<file path="config.mk">
export PLATFORM = sky130hd
export DESIGN_NAME = jlsp_packer
export DESIGN_NICKNAME = d
export VERILOG_FILES = /design/src/include/jlsp_pkg.sv /design/src/rtl/jlsp_packer.sv
export VERILOG_INCLUDE_DIRS = /design/src /design/src/include
export SDC_FILE = /design/constraint.sdc
export NUM_CORES = 1
export LEC_CHECK = 0
export ABC_CLOCK_PERIOD_IN_PS = 3000
export BUFFER_PORTS_ARGS = -buffer_cell sky130_fd_sc_hd__buf_4
export CORE_AREA = 2 2 387 389
export CTS_CLUSTER_SIZE = 20
export DETAILED_ROUTE_END_ITERATION = 10
export DIE_AREA = 0 0 389 391
export MAX_ROUTING_LAYER = met4
export PLACE_DENSITY_LB_ADDON = 0.05
export SLEW_MARGIN = 15
export SYNTH_ARGS = -nofsm -noshare
export SYNTH_HDL_FRONTEND = slang
export SYNTH_SLANG_ARGS = --single-unit
</file>
<file path="constraint.sdc">
create_clock -name core_clk -period 3 [get_ports core_clk]
set_input_delay 0.45 -clock core_clk [delete_from_list [all_inputs] [get_ports core_clk]]
set_output_delay 0.45 -clock core_clk [all_outputs]
set_load 0.01 [all_outputs]
</file>
<file path="src/include/jlsp_params.svh">
// constants for the lane sample packer: widths, paddings and lane masks
`ifndef JLSP_PARAMS_SVH
`define JLSP_PARAMS_SVH

// ----------------------------------------------------------------
// sample and lane widths
// ----------------------------------------------------------------
`define JLSP_DEC_W 15
`define JLSP_BYP_W 12
`define JLSP_WORD_W 16
`define JLSP_LANE_W 32
`define JLSP_GROUP_LANES 8
`define JLSP_DEC_SAMPLES 4
`define JLSP_BYP_SAMPLES 16
`define JLSP_PACK_W 48

// ----------------------------------------------------------------
// fill values and lane enable masks
// ----------------------------------------------------------------
`define JLSP_PAD16 16'h0000
`define JLSP_LANE_ZERO 32'h0000_0000
`define JLSP_MASK_NONE 8'h00
`define JLSP_MASK_1L 8'h01
`define JLSP_MASK_2L 8'h03
`define JLSP_MASK_4L 8'h0F
`define JLSP_MASK_6L 8'h3F
`define JLSP_MASK_8L 8'hFF

`endif

</file>
<file path="src/include/jlsp_pkg.sv">
// types for the lane sample packer
package jlsp_pkg;

    // ----------------------------------------------------------------
    // lane packing modes handled by this block
    // ----------------------------------------------------------------
    typedef enum logic [3:0] {
        D8_DUAL_L2,
        D8_DUAL_L4,
        D8_DUAL_L8,
        D8_DUAL_L16,
        BYP_SINGLE_L12,
        BYP_DUAL_L12,
        D4_SINGLE_L4,
        D4_SINGLE_L8,
        D8_SINGLE_L2,
        D8_SINGLE_L4
    } jlsp_mode_t;

    typedef logic [3:0][14:0] jlsp_dec_vec_t;
    typedef logic [15:0][11:0] jlsp_byp_vec_t;
    typedef logic [7:0][31:0] jlsp_group_t;

endpackage : jlsp_pkg

</file>
<file path="src/rtl/jlsp_packer.sv">
// lane sample packer: maps one frame of converter samples onto two lane groups
`timescale 1ns/10ps
`include "jlsp_params.svh"

module jlsp_packer (
    input wire logic core_clk, // frame clock, 40 MHz
    input wire logic rst_b, // synchronous reset, active low
    input wire jlsp_pkg::jlsp_mode_t lanePackingMode, // selected lane packing mode
    input wire logic sampleValid, // one frame of samples is presented
    input wire jlsp_pkg::jlsp_dec_vec_t chanOneInphase, // channel one (or single) I samples
    input wire jlsp_pkg::jlsp_dec_vec_t chanOneQuadrature, // channel one (or single) Q samples
    input wire jlsp_pkg::jlsp_dec_vec_t chanTwoInphase, // channel two I samples
    input wire jlsp_pkg::jlsp_dec_vec_t chanTwoQuadrature, // channel two Q samples
    input wire logic [3:0] chanOneIOverflow, // channel one I overflow flags
    input wire logic [3:0] chanOneQOverflow, // channel one Q overflow flags
    input wire logic [3:0] chanTwoIOverflow, // channel two I overflow flags
    input wire logic [3:0] chanTwoQOverflow, // channel two Q overflow flags
    input wire logic [3:0] inphaseOverflow, // single-channel I overflow flags
    input wire logic [3:0] quadratureOverflow, // single-channel Q overflow flags
    input wire jlsp_pkg::jlsp_byp_vec_t bypassSample, // bypass samples, dual uses 0-7 and 8-15
    output jlsp_pkg::jlsp_group_t firstLaneGroup, // group one lane frames, octet 0 in [31:24]
    output jlsp_pkg::jlsp_group_t secondLaneGroup, // group two lane frames
    output logic [7:0] firstLaneEnable, // group one lanes in use
    output logic [7:0] secondLaneEnable, // group two lanes in use
    output logic laneValid // lane frames hold a new frame
);

    // ----------------------------------------------------------------
    // helper functions
    // ----------------------------------------------------------------

    // sample above, overflow flag in the lsb
    function automatic logic [15:0] decWord(input logic [14:0] smp, input logic ovf);
        decWord = {smp, ovf};
    endfunction : decWord

    // two-octet lane frame; octet 0 sits in the top byte so it leaves first
    function automatic logic [31:0] twoOctet(input logic [15:0] word);
        twoOctet = {word, `JLSP_PAD16};
    endfunction : twoOctet

    // four 12-bit samples back to back: splitting the 48 bits into three
    // 16-bit chunks gives exactly the nibble-boundary split across lanes
    function automatic logic [47:0] packFour(
        input logic [11:0] s0,
        input logic [11:0] s1,
        input logic [11:0] s2,
        input logic [11:0] s3
    );
        packFour = {s0, s1, s2, s3};
    endfunction : packFour

    // ----------------------------------------------------------------
    // bypass packing groups
    // ----------------------------------------------------------------

    // single channel uses even/odd samples, dual channel uses halves
    wire logic [47:0] bypSingleALo;
    wire logic [47:0] bypSingleAHi;
    wire logic [47:0] bypSingleBLo;
    wire logic [47:0] bypSingleBHi;
    wire logic [47:0] bypDualALo;
    wire logic [47:0] bypDualAHi;
    wire logic [47:0] bypDualBLo;
    wire logic [47:0] bypDualBHi;

    assign bypSingleALo = packFour(bypassSample[0], bypassSample[2],
                                   bypassSample[4], bypassSample[6]);
    assign bypSingleAHi = packFour(bypassSample[8], bypassSample[10],
                                   bypassSample[12], bypassSample[14]);
    assign bypSingleBLo = packFour(bypassSample[1], bypassSample[3],
                                   bypassSample[5], bypassSample[7]);
    assign bypSingleBHi = packFour(bypassSample[9], bypassSample[11],
                                   bypassSample[13], bypassSample[15]);
    assign bypDualALo = packFour(bypassSample[0], bypassSample[1],
                                 bypassSample[2], bypassSample[3]);
    assign bypDualAHi = packFour(bypassSample[4], bypassSample[5],
                                 bypassSample[6], bypassSample[7]);
    assign bypDualBLo = packFour(bypassSample[8], bypassSample[9],
                                 bypassSample[10], bypassSample[11]);
    assign bypDualBHi = packFour(bypassSample[12], bypassSample[13],
                                 bypassSample[14], bypassSample[15]);

    // ----------------------------------------------------------------
    // lane mapping per mode
    // ----------------------------------------------------------------
    jlsp_pkg::jlsp_group_t laneA_d;
    jlsp_pkg::jlsp_group_t laneB_d;
    logic [7:0] enA_d;
    logic [7:0] enB_d;

    // unused lanes carry zeros so a stale mode never leaks old samples
    always_comb
    begin
        laneA_d = '0;
        laneB_d = '0;
        enA_d = `JLSP_MASK_NONE;
        enB_d = `JLSP_MASK_NONE;
        case (lanePackingMode)
            jlsp_pkg::D8_DUAL_L2:
            begin
                laneA_d[0] = {decWord(chanOneInphase[0], chanOneIOverflow[0]),
                              decWord(chanOneQuadrature[0], chanOneQOverflow[0])};
                laneB_d[0] = {decWord(chanTwoInphase[0], chanTwoIOverflow[0]),
                              decWord(chanTwoQuadrature[0], chanTwoQOverflow[0])};
                enA_d = `JLSP_MASK_1L;
                enB_d = `JLSP_MASK_1L;
            end
            jlsp_pkg::D8_DUAL_L4:
            begin
                laneA_d[0] = twoOctet(decWord(chanOneInphase[0], chanOneIOverflow[0]));
                laneA_d[1] = twoOctet(decWord(chanOneQuadrature[0], chanOneQOverflow[0]));
                laneB_d[0] = twoOctet(decWord(chanTwoInphase[0], chanTwoIOverflow[0]));
                laneB_d[1] = twoOctet(decWord(chanTwoQuadrature[0], chanTwoQOverflow[0]));
                enA_d = `JLSP_MASK_2L;
                enB_d = `JLSP_MASK_2L;
            end
            jlsp_pkg::D8_DUAL_L8:
            begin
                for (int k = 0; k < 2; k++)
                begin
                    laneA_d[k] = twoOctet(decWord(chanOneInphase[k], chanOneIOverflow[k]));
                    laneA_d[k + 2] = twoOctet(decWord(chanOneQuadrature[k],
                                                      chanOneQOverflow[k]));
                    laneB_d[k] = twoOctet(decWord(chanTwoInphase[k], chanTwoIOverflow[k]));
                    laneB_d[k + 2] = twoOctet(decWord(chanTwoQuadrature[k],
                                                      chanTwoQOverflow[k]));
                end
                enA_d = `JLSP_MASK_4L;
                enB_d = `JLSP_MASK_4L;
            end
            jlsp_pkg::D8_DUAL_L16:
            begin
                for (int k = 0; k < 4; k++)
                begin
                    laneA_d[k] = twoOctet(decWord(chanOneInphase[k], chanOneIOverflow[k]));
                    laneA_d[k + 4] = twoOctet(decWord(chanOneQuadrature[k],
                                                      chanOneQOverflow[k]));
                    laneB_d[k] = twoOctet(decWord(chanTwoInphase[k], chanTwoIOverflow[k]));
                    laneB_d[k + 4] = twoOctet(decWord(chanTwoQuadrature[k],
                                                      chanTwoQOverflow[k]));
                end
                enA_d = `JLSP_MASK_8L;
                enB_d = `JLSP_MASK_8L;
            end
            jlsp_pkg::BYP_SINGLE_L12:
            begin
                for (int k = 0; k < 3; k++)
                begin
                    laneA_d[k] = {bypSingleALo[47 - 16 * k -: 16], `JLSP_PAD16};
                    laneA_d[k + 3] = {bypSingleAHi[47 - 16 * k -: 16], `JLSP_PAD16};
                    laneB_d[k] = {bypSingleBLo[47 - 16 * k -: 16], `JLSP_PAD16};
                    laneB_d[k + 3] = {bypSingleBHi[47 - 16 * k -: 16], `JLSP_PAD16};
                end
                enA_d = `JLSP_MASK_6L;
                enB_d = `JLSP_MASK_6L;
            end
            jlsp_pkg::BYP_DUAL_L12:
            begin
                for (int k = 0; k < 3; k++)
                begin
                    laneA_d[k] = {bypDualALo[47 - 16 * k -: 16], `JLSP_PAD16};
                    laneA_d[k + 3] = {bypDualAHi[47 - 16 * k -: 16], `JLSP_PAD16};
                    laneB_d[k] = {bypDualBLo[47 - 16 * k -: 16], `JLSP_PAD16};
                    laneB_d[k + 3] = {bypDualBHi[47 - 16 * k -: 16], `JLSP_PAD16};
                end
                enA_d = `JLSP_MASK_6L;
                enB_d = `JLSP_MASK_6L;
            end
            jlsp_pkg::D4_SINGLE_L4, jlsp_pkg::D8_SINGLE_L4:
            begin
                // both decimations share one lane map at four lanes
                for (int k = 0; k < 2; k++)
                begin
                    laneA_d[k] = twoOctet(decWord(chanOneInphase[k],
                                                  inphaseOverflow[k]));
                    laneB_d[k] = twoOctet(decWord(chanOneQuadrature[k],
                                                  quadratureOverflow[k]));
                end
                enA_d = `JLSP_MASK_2L;
                enB_d = `JLSP_MASK_2L;
            end
            jlsp_pkg::D4_SINGLE_L8:
            begin
                for (int k = 0; k < 4; k++)
                begin
                    laneA_d[k] = twoOctet(decWord(chanOneInphase[k],
                                                  inphaseOverflow[k]));
                    laneB_d[k] = twoOctet(decWord(chanOneQuadrature[k],
                                                  quadratureOverflow[k]));
                end
                enA_d = `JLSP_MASK_4L;
                enB_d = `JLSP_MASK_4L;
            end
            jlsp_pkg::D8_SINGLE_L2:
            begin
                laneA_d[0] = twoOctet(decWord(chanOneInphase[0], inphaseOverflow[0]));
                laneB_d[0] = twoOctet(decWord(chanOneQuadrature[0],
                                              quadratureOverflow[0]));
                enA_d = `JLSP_MASK_1L;
                enB_d = `JLSP_MASK_1L;
            end
            default:
            begin
                laneA_d = '0;
                laneB_d = '0;
            end
        endcase
    end

    // ----------------------------------------------------------------
    // output registers
    // ----------------------------------------------------------------
    jlsp_pkg::jlsp_group_t laneA_q;
    jlsp_pkg::jlsp_group_t laneB_q;
    logic [7:0] enA_q;
    logic [7:0] enB_q;
    logic valid_q;

    // frames are captured only on a valid beat and held in between
    always_ff @(posedge core_clk)
    begin
        if (!rst_b)
        begin
            laneA_q <= '0;
            laneB_q <= '0;
            enA_q <= `JLSP_MASK_NONE;
            enB_q <= `JLSP_MASK_NONE;
            valid_q <= 1'b0;
        end
        else
        begin
            laneA_q <= sampleValid ? laneA_d : laneA_q;
            laneB_q <= sampleValid ? laneB_d : laneB_q;
            enA_q <= sampleValid ? enA_d : enA_q;
            enB_q <= sampleValid ? enB_d : enB_q;
            valid_q <= sampleValid;
        end
    end

    assign firstLaneGroup = laneA_q;
    assign secondLaneGroup = laneB_q;
    assign firstLaneEnable = enA_q;
    assign secondLaneEnable = enB_q;
    assign laneValid = valid_q;
endmodule : jlsp_packer

</file>
==> results.cfg <==
[cts]
clock_latency_ns = 0.62
htree_levels = 2
numCtsBuffers = 48
cts_buffer_depth = 3
root_buffer = clkbuf_16
clk_pin_slew_worst_paths_ns = 0.05
cts_sinks = 294
tritoncts = yes
post_cts_resized = 0
cts_setup_buffers = 0

[grt]
overflow = 0
grt_pass1_vias = 18800
grt_antenna_before_repair = 27
grt.total_usage_pct = 18.7
grt_start_max_net_pins = 72
grt_pass1_wl_um = 186000

[timing]
hold_ws_ns = 0.0645
post-route-min-period_ns = 2.04
rsz0062_at_grt = no
maxSlewViolCount = 0
finalCritPeriodShare_pct = 67.8
setup_viol = 0
clock_skew_ns = 0
clock.fmax_ghz = 0.491
slew_headroom_pct = 32.2
fin_setup_tns_ns = 0
fin_ws_ns = 0.965
finalHoldViolCount = 0
worstMarginPinSlew_ns = 1.02

[cells_and_area]
fin_cells = 4701
utilization_pct = 17.6
final_cell_area_mm2 = 0.0261
layout-drive-gt1-share_pct = 34.9
area_delta_synth_final_pct = 53.4
n_fill_cell = 16800
layout.nets = 3167

[worst_hold_path]
hold_end = firstLaneGroup[208]$_SDFFE_PN0P_
hp-class = input port to flip-flop
hold_path_startpoint = chanOneQOverflow[2]
holdPathStages = 3

[worst_setup_path]
cp_common_cell = buf_4
worstReg2RegStart = secondLaneGroup[51]$_SDFFE_PN0P_
reg2reg_to = secondLaneGroup[51]$_SDFFE_PN0P_
worst-endpoint-arrival_ns = 2.51
critPathCaptureType = flip-flop
r2r_slack_ns = 1.98
required_ns = 3.48
critPathKind = input port to flip-flop
cpPeakStageDelay_ns = 0.66
crit_buf_inv = 4
cp_max_fo = 26
path_cells = buf_4 > buf_4 > inv_2 > buf_4 > a32oi_1 > a2bb2oi_1 > a211oi_1
start_kind = input port
crit_slowest_cell = a32oi_1
cpLargestDelayFamily = buffers and inverters
r2r_cells = 2

[synthesis]
synthCells = 1982
seq_area_frac_synth_pct = 34.6
synth_ff_type = dfxtp_1
synth_top_area_share_pct = 34.6
avgSynthCellArea_um2 = 8.58
synthArstFlopShare_pct = 0
synth_warnings = 0
synthTopCellsByArea = dfxtp_1 (35%), buf_4 (11%), mux2i_1 (7.8%), a22oi_1 (5.9%), a22o_1 (5.2%)
synth-edff-count = 0
netlist_area_mm2 = 0.0170
ys_seq_elements = 294
yosysUniqueCellTypes = 52
synth_top_area_cell = dfxtp_1

[place]
dpl_worst_slack_ns = 0.223
gp_congestion = 0.813
dp_cells = 4589
dp_hpwl_um = 119000
port_buffers = 767
dpl_cell_area_mm2 = 0.0244

[routing]
dr.pass1.iters = 6
vias_per_cell = 3.88
vias = 18200
drt-total-wl_um = 145000
drcViolationCount = 0
drt.antenna.violating_nets = 0
wl_per_cell_um = 30.9
drt_iter0_drc = 936

[status]
status = finished clean

[floorplan]
fp-row-count = 142
io_pins = 992
start_util_pct = 11.4
die_y_um = 391
die_area_mm2 = 0.152
die_x_um = 389
coreArea_mm2 = 0.149

[power_and_ir_drop]
p_per_area_mw_per_mm2 = 470
ir_worst_vdd_v = 0.000405
finalPower_mw = 12.2
leakage_nw = 11.1

[job]
cap_violations = 0
worst register-to-register path, stage by stage, from the launching register on:
cell and delay, ns:
dfxtp_1 0.49, a21oi_1 0.12, a311oi_1 0.31
registers in the layout, indices dropped and copies added, names as in the netlist:
register          flops
firstLaneGroup      144
secondLaneEnable      5
laneValid             1
secondLaneGroup     144
layer usage:
| layer | vias up | track usage (%) | routed length, um |
|---|---|---|---|
| li1 | 8328 | - | - |
| met1 | 9039 | 23.0 | 63500 |
| met2 | 761 | 31.0 | 69700 |
| met3 | 115 | 4.64 | 9210 |
| met4 | 0 | 3.94 | 2960 |
| met5 | - | - | 0 |
cell usage after synthesis, drive strengths merged, types with 3 or more instances:
| cell | count |
|---|---|
| nand2 | 130 |
| a32oi | 17 |
| a21oi | 165 |
| nand3b | 7 |
| a2bb2oi | 50 |
| nand3 | 10 |
| nor2b | 81 |
| a211oi | 7 |
| and4b | 6 |
| a222oi | 5 |
| o211ai | 6 |
| buf | 322 |
| nor2 | 81 |
| o2bb2a | 3 |
| a311oi | 8 |
| nand2b | 9 |
| a21boi | 3 |
| o221ai | 6 |
| a221o | 8 |
| o22ai | 58 |
| a22o | 100 |
| o2bb2ai | 24 |
| clkbuf | 103 |
| inv | 7 |
| and3b | 38 |
| mux2i | 132 |
| and2 | 5 |
| o21ai | 115 |
| a22oi | 134 |
| nor3 | 3 |
| and3 | 3 |
| dfxtp | 294 |
| a21o | 11 |
| nor3b | 17 |
power by group:
part	switching (mW)	internal [mW]	total, mW
Combinational	1.52	0.957	2.47
Sequential	0.0537	3.98	4.03
Clock	2.38	3.36	5.74
worst max-delay path by stage:
| stage | cells past startpoint | end | start | slack (ns) |
|---|---|---|---|---|
| detailed placement | 5 | firstLaneGroup[123]$_SDFFE_PN0P_ | lanePackingMode[0] | 0.22 |
| global placement | 5 | firstLaneGroup[123]$_SDFFE_PN0P_ | lanePackingMode[0] | 0.20 |
| global route | 1 | firstLaneEnable[5] | secondLaneEnable[5]$_SDFFE_PN0P_ | 0.96 |
| floorplan | 8 | secondLaneGroup[186]$_SDFFE_PN0P_ | lanePackingMode[1] | 1.18 |
| finish | 7 | secondLaneGroup[57]$_SDFFE_PN0P_ | lanePackingMode[1] | 0.96 |
| CTS | 5 | firstLaneGroup[123]$_SDFFE_PN0P_ | lanePackingMode[0] | 0.93 |
layout make-up:
class | instances | area [um^2] | area share (%)
tap | 1944 | 2430 | 9.33
clock buffer | 69 | 1350 | 5.18
sequential | 294 | 5890 | 22.6
multi-input combinational | 1479 | 9350 | 35.9
timing repair buffer | 874 | 6810 | 26.1
clock inverter | 14 | 163 | 0.624
antenna | 20 | 50.0 | 0.192
inverter | 7 | 32.5 | 0.125
kinds of logic (layout without fill, tap and decap cells):
logic type / Yosys count / after routing / share of synthesized area, %
AO/OA/AOI/OAI: 728 / 728 / 29.6
buffers and inverters: 432 / 964 / 15.6
flip-flops: 294 / 294 / 34.6
multiplexers: 132 / 132 / 7.77
other: 1 / 244 / 0.0221
AND/OR/NAND/NOR: 395 / 395 / 12.4
timing repair:
item | 4_1_cts | 5_1_grt
hold buffers | 9 | 0
hold endpoints to repair | 9 | 0
endpoints found under the setup margin | 0 | 0
cells in the final DEF, fill, tap and decap left out, types with 9 or more instances in the layout:
cell and count:
o2bb2ai_1 24, clkinv_2 9, dfxtp_1 294, a22o_1 100
clkbuf_8 9, and3b_1 38, a2bb2oi_1 50, nor2b_1 76
clkbuf_1 14, nor3b_1 17, a21o_1 11, buf_12 17
nor2_1 80, a22oi_1 134, nand3_1 10, diode_2 20
a32oi_1 17, clkbuf_16 48, conb_1 224, o21ai_0 83
o21ai_1 31, nand2_1 130, dlygate4sd3_1 9, a21oi_1 165
o22ai_1 58, buf_4 846, mux2i_1 132
Power figures use the tool's default switching activity.
